<file path="config.mk">
export PLATFORM = sky130hd
export DESIGN_NAME = aqs_scan_ctrl
export DESIGN_NICKNAME = d
export VERILOG_FILES = /design/src/aqs_pkg.sv /design/src/aqs_scan_ctrl.sv
export SDC_FILE = /design/constraint.sdc
export NUM_CORES = 2
export LEC_CHECK = 0
export BUFFER_PORTS_ARGS = -buffer_cell sky130_fd_sc_hd__buf_2
export CAP_MARGIN = 20
export CORE_ASPECT_RATIO = 1.2
export CORE_MARGIN = 5
export CORE_UTILIZATION = 55
export DETAILED_ROUTE_END_ITERATION = 12
export PLACE_DENSITY = 0.7
export SETUP_SLACK_MARGIN = 0.15
export SLEW_MARGIN = 20
export SYNTH_ARGS = -nofsm -noshare
export SYNTH_HDL_FRONTEND = slang
export SYNTH_SLANG_ARGS = --single-unit
</file>
<file path="constraint.sdc">
create_clock -name ref_clk -period 5.5 [get_ports ref_clk]
set_clock_uncertainty 0.2 [all_clocks]
set_input_delay 0.275 -clock ref_clk [delete_from_list [all_inputs] [get_ports ref_clk]]
set_output_delay 0.275 -clock ref_clk [all_outputs]
set_load 0.02 [all_outputs]
</file>
<file path="src/aqs_pkg.sv">
// Package for the queued converter scan control block.
// Assumes a single 250 MHz clock domain and a simple strobe register port.
package aqs_pkg;
	// Register word offsets
	localparam logic [7:0] ADDR_MODULE_CONFIG  = 8'h00;
	localparam logic [7:0] ADDR_INTERRUPT      = 8'h01;
	localparam logic [7:0] ADDR_FACTORY_TEST   = 8'h02;
	localparam logic [7:0] ADDR_HW_CONFIG      = 8'h03;
	localparam logic [7:0] ADDR_Q1_CONTROL     = 8'h04;
	localparam logic [7:0] ADDR_Q2_CONTROL     = 8'h05;
	localparam logic [7:0] ADDR_STATUS_LOW     = 8'h06;
	localparam logic [7:0] ADDR_STATUS_HIGH    = 8'h07;
	localparam logic [7:0] ADDR_CMD_BASE       = 8'h40; // 64 command words
	localparam logic [7:0] ADDR_RES_BASE0      = 8'h80; // Result window 0
	localparam logic [7:0] ADDR_RES_BASE1      = 8'hC0; // Result window 1
	localparam logic [7:0] ADDR_RES_BASE2      = 8'h00; // Window 2 on page bit
	// Queue control fields
	localparam int          CTL_SSE_BIT        = 0;
	localparam int          CTL_MODE_LSB       = 1;
	localparam int          CTL_EDGE_BIT       = 3;
	// Command word fields
	localparam int          CMD_PAUSE_BIT      = 9;
	localparam int          CMD_EOQ_BIT        = 8;
	localparam logic [9:0]  CMD_RESET          = 10'h100;
	localparam logic [15:0] REG_RESET          = 16'h0000;
	localparam logic [5:0]  CONV_CYCLES        = 6'h04;
	typedef enum logic [1:0] {
		AQS_MODE_OFF  = 2'b00,
		AQS_MODE_SOFT = 2'b01,
		AQS_MODE_EDGE = 2'b10,
		AQS_MODE_GATE = 2'b11
	} aqs_mode_t;
	typedef enum logic [1:0] {
		AQS_IDLE  = 2'b00,
		AQS_RUN   = 2'b01,
		AQS_PAUSE = 2'b10
	} aqs_state_t;
endpackage

</file>
<file path="src/aqs_scan_ctrl.sv">
// Queue scan sequencer with command table, result table and control registers.
// Assumes register port on ref_clk; trigger pins are asynchronous.
module aqs_scan_ctrl
	import aqs_pkg::*;
#(
	parameter int CMD_DEPTH = 64
) (
	input  wire logic        ref_clk,
	input  wire logic        rst_n,
	input  wire logic [8:0]  reg_addr,
	input  wire logic [15:0] reg_wdata,
	input  wire logic        reg_wr,
	input  wire logic        reg_rd,
	input  wire logic        reg_supervisor,
	output logic      [15:0] reg_rdata,
	input  wire logic        trig_q1_pin,
	input  wire logic        trig_q2_pin,
	input  wire logic [9:0]  conv_data,
	output logic             conv_start,
	output logic      [5:0]  conv_channel
);
	// Depth is tied to the six-bit pointer, so any other depth is refused
	if (CMD_DEPTH != 64) begin : g_depth_chk
		$error("CMD_DEPTH must be 64");
	end

	// Tables: command table and one shared result table
	logic [9:0]  cmd_mem [CMD_DEPTH];
	logic [9:0]  res_mem [CMD_DEPTH];
	logic [15:0] mcfg_q, intr_q, test_q, hwcfg_q, q1ctl_q, q2ctl_q;
	logic [15:0] q1ctl_d, q2ctl_d;
	logic        cf1_q, pf1_q, cf2_q, pf2_q, tor_q;
	logic        cf1_d, pf1_d, cf2_d, pf2_d, tor_d;
	logic [2:0]  s1_q, s2_q;
	logic        e1_q, e2_q;
	aqs_state_t  st_q, st_d;
	logic        qsel_q, qsel_d;
	logic [5:0]  ptr_q, ptr_d;
	logic [5:0]  cnt_q, cnt_d;
	logic        busy_q, busy_d;
	logic [15:0] rdata_d;

	function automatic logic is_glob(input logic [8:0] a);
		is_glob = (a[8:2] == 7'h00) && (a[1:0] != 2'b11);
	endfunction

	// Trigger synchronisers, three stages; change counted when stages 2 and 3 agree
	always_ff @(posedge ref_clk) begin
		if (!rst_n) begin
			s1_q <= 3'h0;
			s2_q <= 3'h0;
			e1_q <= 1'b0;
			e2_q <= 1'b0;
		end else begin
			s1_q <= {s1_q[1:0], trig_q1_pin};
			s2_q <= {s2_q[1:0], trig_q2_pin};
			if (s1_q[1] == s1_q[2]) e1_q <= s1_q[2];
			if (s2_q[1] == s2_q[2]) e2_q <= s2_q[2];
		end
	end
	wire logic g1 = (s1_q[1] == s1_q[2]) ? s1_q[2] : e1_q;
	wire logic g2 = (s2_q[1] == s2_q[2]) ? s2_q[2] : e2_q;
	wire aqs_mode_t m1 = aqs_mode_t'(q1ctl_q[CTL_MODE_LSB +: 2]);
	wire aqs_mode_t m2 = aqs_mode_t'(q2ctl_q[CTL_MODE_LSB +: 2]);
	// Edge polarity per queue
	wire logic edge1 = q1ctl_q[CTL_EDGE_BIT] ? (g1 & ~e1_q) : (~g1 & e1_q);
	wire logic edge2 = q2ctl_q[CTL_EDGE_BIT] ? (g2 & ~e2_q) : (~g2 & e2_q);
	wire logic sse1 = q1ctl_q[CTL_SSE_BIT];
	wire logic sse2 = q2ctl_q[CTL_SSE_BIT];
	wire logic gate1 = (m1 == AQS_MODE_GATE) && g1;
	// Triggers only count while armed
	wire logic trg1 = sse1 && ((m1 == AQS_MODE_SOFT) || (m1 == AQS_MODE_EDGE && edge1)
		|| gate1);
	wire logic trg2 = sse2 && ((m2 == AQS_MODE_SOFT) || (m2 == AQS_MODE_EDGE && edge2));
	wire logic [9:0] cur_cmd = cmd_mem[ptr_q];
	wire aqs_mode_t cm = qsel_q ? m2 : m1;
	wire logic cur_trg = qsel_q ? trg2 : trg1;

	// Sequencer and control register next state
	always_comb begin
		st_d    = st_q;
		qsel_d  = qsel_q;
		ptr_d   = ptr_q;
		cnt_d   = cnt_q;
		busy_d  = 1'b0;
		q1ctl_d = q1ctl_q;
		q2ctl_d = q2ctl_q;
		cf1_d   = cf1_q;
		pf1_d   = pf1_q;
		cf2_d   = cf2_q;
		pf2_d   = pf2_q;
		tor_d   = tor_q;
		// Software writes and flag clears; hardware sets below win
		if (reg_wr && reg_addr == {1'b0, ADDR_Q1_CONTROL}) q1ctl_d = reg_wdata;
		if (reg_wr && reg_addr == {1'b0, ADDR_Q2_CONTROL}) q2ctl_d = reg_wdata;
		if (reg_wr && reg_addr == {1'b0, ADDR_STATUS_LOW}) begin
			if (reg_wdata[0]) cf1_d = 1'b0;
			if (reg_wdata[1]) pf1_d = 1'b0;
			if (reg_wdata[2]) cf2_d = 1'b0;
			if (reg_wdata[3]) pf2_d = 1'b0;
			if (reg_wdata[4]) tor_d = 1'b0;
		end
		unique case (st_q)
			AQS_IDLE: begin
				// Queue 1 has priority; start at first command
				if (trg1) begin
					st_d   = AQS_RUN;
					qsel_d = 1'b0;
					ptr_d  = 6'h00;
					cnt_d  = 6'h00;
				end else if (trg2) begin
					st_d   = AQS_RUN;
					qsel_d = 1'b1;
					ptr_d  = 6'h00;
					cnt_d  = 6'h00;
				end
			end
			AQS_RUN: begin
				busy_d = 1'b1;
				cnt_d  = cnt_q + 6'h01;
				if (cnt_q == CONV_CYCLES) begin
					cnt_d = 6'h00;
					if (!qsel_q && m1 == AQS_MODE_GATE && !g1) begin
						// Gate closed mid-queue: current command done, stop
						st_d = AQS_IDLE;
						pf1_d = 1'b1;
						q1ctl_d[CTL_SSE_BIT] = 1'b0;
					end else if (cur_cmd[CMD_EOQ_BIT] || ptr_q == 6'h3F) begin
						st_d = AQS_IDLE;
						if (qsel_q) begin
							cf2_d = 1'b1;
							q2ctl_d[CTL_SSE_BIT] = 1'b0;
						end else begin
							cf1_d = 1'b1;
							q1ctl_d[CTL_SSE_BIT] = 1'b0;
						end
					end else begin
						ptr_d = ptr_q + 6'h01;
						if (cur_cmd[CMD_PAUSE_BIT] && cm != AQS_MODE_GATE) begin
							st_d = AQS_PAUSE;
							if (qsel_q) pf2_d = 1'b1;
							else pf1_d = 1'b1;
						end
					end
				end else if (cur_trg && cm == AQS_MODE_EDGE) begin
					tor_d = 1'b1; // Edge while busy; never in soft mode
				end
			end
			AQS_PAUSE: begin
				// Soft mode retriggers next cycle; edge mode waits for edge
				if (cur_trg && cm != AQS_MODE_GATE) st_d = AQS_RUN;
				else if (cm == AQS_MODE_OFF) st_d = AQS_IDLE;
			end
			default: st_d = AQS_IDLE;
		endcase
		// Busy follows the next state, so a status read never lags the run state
		busy_d = (st_d == AQS_RUN);
	end

	// Read mux; global registers need supervisor access
	always_comb begin
		rdata_d = REG_RESET;
		if (reg_rd) begin
			if (reg_addr[8] || reg_addr[7:6] != 2'b00)
				rdata_d = {6'h00, res_mem[reg_addr[5:0]]};
			else if (reg_addr[7:6] == 2'b00 && reg_addr[6] == 1'b0 && reg_addr[5:0] >= 6'h08)
				rdata_d = REG_RESET;
			if (reg_addr[8:6] == 3'b001)
				rdata_d = {6'h00, cmd_mem[reg_addr[5:0]]};
			else if (reg_addr[8:3] == 6'h00) begin
				unique case (reg_addr[2:0])
					3'h0: rdata_d = reg_supervisor ? mcfg_q : REG_RESET;
					3'h1: rdata_d = reg_supervisor ? intr_q : REG_RESET;
					3'h2: rdata_d = reg_supervisor ? test_q : REG_RESET;
					3'h3: rdata_d = hwcfg_q;
					3'h4: rdata_d = q1ctl_q;
					3'h5: rdata_d = q2ctl_q;
					3'h6: rdata_d = {9'h000, busy_q, st_q == AQS_PAUSE, tor_q, pf2_q, cf2_q,
						pf1_q, cf1_q};
					3'h7: rdata_d = {9'h000, qsel_q, ptr_q}; // Last command pointer
				endcase
			end
		end
	end

	// State registers
	always_ff @(posedge ref_clk) begin
		if (!rst_n) begin
			st_q         <= AQS_IDLE;
			qsel_q       <= 1'b0;
			ptr_q        <= 6'h00;
			cnt_q        <= 6'h00;
			busy_q       <= 1'b0;
			q1ctl_q      <= REG_RESET;
			q2ctl_q      <= REG_RESET;
			mcfg_q       <= REG_RESET;
			intr_q       <= REG_RESET;
			test_q       <= REG_RESET;
			hwcfg_q      <= REG_RESET;
			reg_rdata    <= REG_RESET;
			cf1_q        <= 1'b0;
			pf1_q        <= 1'b0;
			cf2_q        <= 1'b0;
			pf2_q        <= 1'b0;
			tor_q        <= 1'b0;
			conv_start   <= 1'b0;
			conv_channel <= 6'h00;
		end else begin
			st_q    <= st_d;
			qsel_q  <= qsel_d;
			ptr_q   <= ptr_d;
			cnt_q   <= cnt_d;
			busy_q  <= busy_d;
			q1ctl_q <= q1ctl_d;
			q2ctl_q <= q2ctl_d;
			cf1_q   <= cf1_d;
			pf1_q   <= pf1_d;
			cf2_q   <= cf2_d;
			pf2_q   <= pf2_d;
			tor_q   <= tor_d;
			reg_rdata <= rdata_d;
			conv_start <= (st_q == AQS_RUN) && (cnt_q == 6'h00);
			conv_channel <= cur_cmd[5:0];
			// Global writes only in supervisor space
			if (reg_wr && reg_supervisor && is_glob(reg_addr)) begin
				if (reg_addr[1:0] == 2'b00) mcfg_q <= reg_wdata;
				if (reg_addr[1:0] == 2'b01) intr_q <= reg_wdata;
				if (reg_addr[1:0] == 2'b10) test_q <= reg_wdata;
			end
			if (reg_wr && reg_addr == {1'b0, ADDR_HW_CONFIG}) hwcfg_q <= reg_wdata;
		end
	end

	// Table storage, no reset needed
	always_ff @(posedge ref_clk) begin
		if (reg_wr && reg_addr[8:6] == 3'b001) cmd_mem[reg_addr[5:0]] <= reg_wdata[9:0];
		if (st_q == AQS_RUN && cnt_q == CONV_CYCLES) res_mem[ptr_q] <= conv_data;
	end

	// Sequencer properties; all sampled on ref_clk and held off during reset
	a_soft_no_overrun: assert property (@(posedge ref_clk) disable iff (!rst_n)
		(cm == AQS_MODE_SOFT) |=> !$rose(tor_q)) else $error("overrun in soft mode");
	a_gate_no_pause: assert property (@(posedge ref_clk) disable iff (!rst_n)
		(st_q == AQS_RUN && !qsel_q && m1 == AQS_MODE_GATE) |=> st_q != AQS_PAUSE)
		else $error("gated pause");
	a_soft_pause_go: assert property (@(posedge ref_clk) disable iff (!rst_n)
		(st_q == AQS_PAUSE && cm == AQS_MODE_SOFT && (qsel_q ? sse2 : sse1)) |=> st_q == AQS_RUN)
		else $error("soft pause stuck");
	a_disarmed_idle: assert property (@(posedge ref_clk) disable iff (!rst_n)
		(st_q == AQS_IDLE && !sse1 && !sse2) |=> st_q == AQS_IDLE)
		else $error("start while disarmed");
	a_done_clear_sse: assert property (@(posedge ref_clk) disable iff (!rst_n)
		($rose(cf1_q) && !reg_wr) |-> !sse1) else $error("sse1 not cleared");
	a_gate_close: assert property (@(posedge ref_clk) disable iff (!rst_n)
		(st_q == AQS_RUN && !qsel_q && m1 == AQS_MODE_GATE && !g1 && cnt_q == CONV_CYCLES)
		|=> (st_q == AQS_IDLE && pf1_q)) else $error("gate close");
	a_gate_close_sse: assert property (@(posedge ref_clk) disable iff (!rst_n)
		(st_q == AQS_RUN && !qsel_q && m1 == AQS_MODE_GATE && !g1 && cnt_q == CONV_CYCLES)
		|=> !sse1) else $error("gate close left enable set");
	a_start_first: assert property (@(posedge ref_clk) disable iff (!rst_n)
		(st_q == AQS_IDLE && st_d == AQS_RUN) |=> ptr_q == 6'h00)
		else $error("not first command");
	a_start_pulse: assert property (@(posedge ref_clk) disable iff (!rst_n)
		conv_start |-> busy_q) else $error("start outside run");
	// Queue-one completion must only appear with the queue back at rest
	a_q1_done_idle: assert property (@(posedge ref_clk) disable iff (!rst_n)
		$rose(cf1_q) |-> st_q == AQS_IDLE) else $error("completion while running");
	// An edge-mode pause holds until a qualifying edge; no software kick needed
	a_edge_pause_hold: assert property (@(posedge ref_clk) disable iff (!rst_n)
		(st_q == AQS_PAUSE && cm == AQS_MODE_EDGE && !cur_trg) |=> st_q == AQS_PAUSE)
		else $error("edge pause left early");
	// Queue two has no gate, so a gate setting there never starts it
	a_q2_no_gate: assert property (@(posedge ref_clk) disable iff (!rst_n)
		(st_q == AQS_IDLE && m2 == AQS_MODE_GATE && !trg1) |=> st_q == AQS_IDLE)
		else $error("queue two gated start");
	// Scenario covers
	c_gate_run: cover property (@(posedge ref_clk) gate1 && st_q == AQS_RUN);
	c_edge_pause: cover property (@(posedge ref_clk) st_q == AQS_PAUSE && cm == AQS_MODE_EDGE);
	c_q2_done: cover property (@(posedge ref_clk) $rose(cf2_q));
	c_soft_done: cover property (@(posedge ref_clk) $rose(cf1_q) && m1 == AQS_MODE_SOFT);
	c_gate_cut: cover property (@(posedge ref_clk) $rose(pf1_q) && m1 == AQS_MODE_GATE);
endmodule

</file>
Yosys cells after proc, flatten, opt, wreduce, memory -nomap -nowiden:

Memories as Yosys holds them, arrays and structs flattened. A register that Yosys moved wholly into a read port is not among the register bits.
Cells that the tools add are included.

* reduce and logical (&&, ||, !) cells: 45
* shift-type cells: 0
* multiplexer cells: 85
* $add $sub $neg: 2
* $mul: 0
* equality and inequality tests: 33
* bitwise logic cells: 10
* magnitude comparators: 0
* div/mod/pow operators: 0

Operators by type and width (count)
* 16-bit one-hot mux with 8 select lines: 1
* 16-bit 2-to-1 mux: 4
* 1-bit 2-to-1 mux: 58
* 6-bit 2-to-1 mux: 8
* 9-bit by 3-bit == test with 1-bit output, second input constant: 3
* 6-bit one-hot mux with 2 select lines: 2
* 1-bit logical AND: 20
* 10-bit 2-to-1 mux: 2
* 2-bit 2-to-1 mux: 9
* 6-bit by 1-bit adder with 6-bit output, second input constant: 2
* 2-bit == test, second input constant: 6
* 3-bit == test, second input constant: 4
* 6-bit logical NOT: 2
* 2-bit AND reduction: 6
* 2-bit by 1-bit == test with 1-bit output, second input constant: 5
* 9-bit by 2-bit == test with 1-bit output, second input constant: 1
* 2-bit inequality test, second input constant: 4
* 7-bit logical NOT: 1
* 3-bit by 1-bit == test with 1-bit output, second input constant: 2
* 3-bit by 2-bit == test with 1-bit output, second input constant: 2
* 6-bit by 3-bit == test with 1-bit output, second input constant: 1
* 6-bit == test, second input constant: 1
* 2-bit logical NOT: 3
* 1-bit inverter: 6
* 11 further kinds: 22

* word-level logic and storage cells: 203
* bits in writable memories: 1280
* memories: 2
* latch bits: 0
* register bits after elaboration: 148
* bits in read-only memories: 0
* bits of input ports: 42

Memory list
* cmd_mem: words 64, width 10, read ports 2, clocked after memory_dff 1, wr ports 1, RTL line aqs_scan_ctrl.sv:28 `logic [9:0] cmd_mem [CMD_DEPTH];`
* res_mem: words 64, width 10, read ports 1, clocked after memory_dff 0, wr ports 1, RTL line aqs_scan_ctrl.sv:29 `logic [9:0] res_mem [CMD_DEPTH];`

Depth between registers and ports, before layout:

* word-level depth: 14
* mapped depth: 13
* mapped depth without buffers: 9

Least setup slack after synthesis:

Ideal clock, no wire load.

* kind: input -> register
* from: input reg_addr[0]
* to: memory cmd_mem[47][0] (enable)
* arrival time: 2.454 ns
* stages: 10
* buffers on the path: 7
* library setup time: 0.376 ns
* slack: 2.470 ns
* cell sequence: buf_4 -> buf_6 -> buf_6 -> buf_6 -> buf_6 -> buf_2 -> buf_2 -> and3_1 -> nand3_1 -> nor2_1

RTL lines
* start: declaration: RTL line aqs_scan_ctrl.sv:10 `input wire logic [8:0] reg_addr,`
* end: declaration: RTL line aqs_scan_ctrl.sv:28

No word-level cell before the write port.

Worst setup path in the final report:

* from: register cnt_q[0]
* to: memory res_mem[4][6] (enable)

* word-level cells in the longest chain between the ends: 4

RTL lines
* start: declaration: RTL line aqs_scan_ctrl.sv:39 `logic [5:0] cnt_q, cnt_d;`
* start signal: assignment: RTL line aqs_scan_ctrl.sv:212 `cnt_q <= cnt_d;`
* 6-bit by 3-bit == test with 1-bit output: RTL line aqs_scan_ctrl.sv:237 `if (st_q == AQS_RUN && cnt_q == CONV_CYCLES) res_mem[ptr_q] <= conv_data;`
* 1-bit logical AND: RTL line aqs_scan_ctrl.sv:237
* 1-bit 2-to-1 mux: RTL line aqs_scan_ctrl.sv:237
* 1-bit 2-to-1 mux (implied by the code): RTL line aqs_scan_ctrl.sv:237
* end: declaration: RTL line aqs_scan_ctrl.sv:29

Every way passes these cells.

==> results_dict.tcl <==
set metrics [dict create \
    run_status "finished, violations left" \
    violations "negative hold slack" \
    final_cell_mix "edfxtp_1, mux4_2, nand2_1, nor2_1, dfxtp_1" \
    synth_area_per_cell_um2 19.26 \
    setup_ws_ps 1231 \
    netSwitchingFraction_pct 21.06 \
    detail-route-antenna-nets 0 \
    port_buffers 64 \
    busiest_layer "met2" \
    cts-hold-fix-buffers 26 \
    intPower_mw 17.69 \
    cts_root_buf "clkbuf_16" \
    grt_pass1_wl_um 229300 \
    synth_warnings 0 \
    p_comb_share_pct 4.5 \
    hold_slack_ps -4.605 \
    core_area_mm2 0.1080 \
    clk_latency_ps 760 \
    cp_max_fo 10 \
    relSlewSlack_pct 29.04 \
    hold_viol 4 \
    post_drt_wl_per_cell_um 32.66 \
    cp.arrival_ps 4440 \
    start_kind "register" \
    cts_tree "done" \
    hold_path.class "primary input to register" \
    rsz0062_at_grt "no" \
    grt_pass1_vias 33270 \
    dp_hpwl_um 99320 \
    drt_pass1_iterations 8 \
    clkSinkCount 1434 \
    nFillCells 7414 \
    synth_edf_count 1280 \
    synth_fp_nets 3153 \
    grt_max_degree 93 \
    drc 0 \
    ys_seq_area_share_pct 69.37 \
    synth-compound-area-share_pct 2.860 \
    power_frac_clock_pct 42.5 \
    setup_viol 0 \
    async_flop_share_pct 0 \
    required_ps 5670 \
    globalplace.congestion 0.9194 \
    power.density_mw_per_mm2 334.6 \
    synth_mux_area_share_pct 21.71 \
    drive_gt1_share_pct 29.45 \
    die_area_mm2 0.1156 \
    postCtsResizedCells 0 \
    ir_worst_vdd_uv 301.2 \
    ys_types 68 \
    htree_levels 4 \
    layout.nets 3318 \
    worst_pin_slew_ps 1060 \
    totalNegativeSetupSlack_ps 0 \
    io_pins 65 \
    drv_cap 0 \
    antenna_found_initial 8 \
    critical_path_class "register to register" \
    fin_crit_ps 4269 \
    met2_usage_pct 46.73 \
    cts_made_buffers 139 \
    rows 132 \
    synth_top_family_by_area "multiplexers" \
    fin_crit_sh_pct 77.62 \
    yosys_most_used_dff "edfxtp_1" \
    ys_ff_latch 1434 \
    die_height_um 371.4 \
    layout_commonest_cell "edfxtp_1" \
    grt_overflow 0 \
    cp_slowest_stage_delay_ps 920 \
    fmax_ghz 0.2342 \
    synth_xor_area_share_pct 0 \
    die_x_um 311.1 \
    cp_slowest_cell "nor2_1" \
    preCtsSetupSlack_ps 1030 \
    drt_wl_total_um 156700 \
    drtIter0Drc 4290 \
    grtUsageMet1_pct 34.58 \
    drv_slew 0 \
    synth_adder_area_share_pct 0.07943 \
    use_met3_pct 5.284 \
    cts_buffer_depth 3 \
    cp-end-kind "register" \
    power.switching_mw 4.717 \
    path_clk_slew_ps 60 \
    start_util_pct 55.41 \
    synth-simple-area-share_pct 4.294 \
    synthCells 3108 \
    syn-cell-area_mm2 0.05985 \
    pwr-share-seq_pct 53.0 \
    leakage_nw 20.63 \
    viasPerCell 6.761 \
    num_vias 32430 \
    crit_top_cell "nand2_1" \
    cts_setup_buffers 0 \
    syn_to_final_growth_pct 11.85 \
    crit_path_cell_trace "inv_1 > ha_1 > nor4b_1 > nand2_1 > nor3_1 > nand2_1 > nor2_1" \
    grt_use_total_pct 27.23 \
]
[logic make-up (layout without fill, tap and decap cells)]
family | count (synthesis) | in the layout
AND/OR/NAND/NOR | 586 | 586
AO/OA/AOI/OAI | 270 | 270
adder cells (fa/ha/maj) | 4 | 4
other | 0 | 5
flip-flops | 1434 | 1434
buffers and inverters | 209 | 486
multiplexers | 605 | 605
[Yosys cell counts (3+ instances only)]
cell | instances | area share [%]
a2111oi_0 | 5 | 0.073
a211o_1 | 5 | 0.073
a211oi_1 | 10 | 0.13
a21oi_1 | 124 | 1.0
a221oi_1 | 6 | 0.088
a222oi_1 | 8 | 0.13
a22o_1 | 19 | 0.28
a22oi_1 | 10 | 0.13
a31oi_1 | 14 | 0.15
a32oi_1 | 6 | 0.088
and2_1 | 17 | 0.18
and3_1 | 3 | 0.031
buf_1 | 24 | 0.15
buf_2 | 62 | 0.52
buf_4 | 22 | 0.28
buf_6 | 9 | 0.17
clkbuf_1 | 84 | 0.53
dfxtp_1 | 154 | 5.2
edfxtp_1 | 1280 | 64
ha_1 | 3 | 0.063
inv_1 | 7 | 0.044
mux2_2 | 15 | 0.28
mux2i_1 | 37 | 0.62
mux4_2 | 553 | 21
nand2_1 | 267 | 1.7
nand2b_1 | 12 | 0.13
nand3_1 | 34 | 0.28
nand3b_1 | 8 | 0.10
nand4_1 | 6 | 0.063
nor2_1 | 168 | 1.1
nor2b_1 | 16 | 0.17
nor3_1 | 22 | 0.18
o21ai_0 | 29 | 0.24
o22ai_1 | 12 | 0.13
or2_2 | 5 | 0.052
or3_1 | 11 | 0.11
[flip-flops by register name, indices dropped and copies added, names as in the netlist, 2 cells and up, named ones only]
register      count
cmd_mem         640
cnt_q             6
conv_channel      6
hwcfg_q          16
intr_q           16
mcfg_q           16
ptr_q             6
q1ctl_q          16
q2ctl_q          16
reg_rdata        16
res_mem         640
s1_q              3
s2_q              3
st_q              2
test_q           16
[final timing paths]
kind / startpoint / endpoint / slack, ps / depth (start not counted)
worst max-delay path: cnt_q[0] / res_mem[4][6] / 1230 / 7
worst min-delay path: conv_data[4] / res_mem[40][4] / -5 / 2
worst max register to register: cnt_q[0] / res_mem[4][6] / 1230 / 7
worst min register to register: s2_q[0] / s2_q[1] / 260 / 1
[worst max-delay path, delay by kind of cell, from the launching register on]
family	cells	cell delay [ps]
simple gates	5	3110
flops	1	350
buf+inv	1	70
fa+ha+maj	1	130
[through the flow]
stage | std cells | power, mW | util [%] | cell area, um^2 | hold WS [ps]
finish | 4797 | 22.40 | 61.98 | 66950 | -4.605
global route | 4793 | 23.02 | 61.97 | 66940 | 17.40
CTS | 4791 | 22.50 | 61.96 | 66920 | 2.779
detailed placement | 4512 | 13.10 | 57.51 | 62120 | 229.4
global placement | 4512 | 13.08 | 57.49 | 62100 | 231.2
floorplan | 3108 | 12.65 | - | 59850 | 173.9
[layout make-up]
| type | count | area (um^2) | area share, % |
|---|---|---|---|
| Sequential cell | 1434 | 41530 | 62.03 |
| Multi-Input combinational cell | 1465 | 17370 | 25.94 |
| Clock buffer | 184 | 3821 | 5.707 |
| Tap cell | 1407 | 1760 | 2.629 |
| Timing Repair Buffer | 225 | 1710 | 2.555 |
| Clock inverter | 69 | 720.7 | 1.076 |
| Inverter | 8 | 30.03 | 0.04485 |
| Antenna cell | 5 | 12.51 | 0.01869 |
[power groups by stage]
stage,Sequential (mW),Clock (mW),Combinational [mW]
finish,11.9,9.52,1.01
global route,11.9,10.1,1.06
CTS,11.9,9.62,1.01
detailed placement,12.1,0,0.998
global placement,12.1,0,0.980
floorplan,12.1,0,0.547
[layer usage]
layer	vias up	part of all wire (%)
met2	1803	51
met4	8	4.7
met1	17040	35
met5	-	0.034
met3	367	8.8
li1	13220	-
Power figures use the tool's default switching activity.
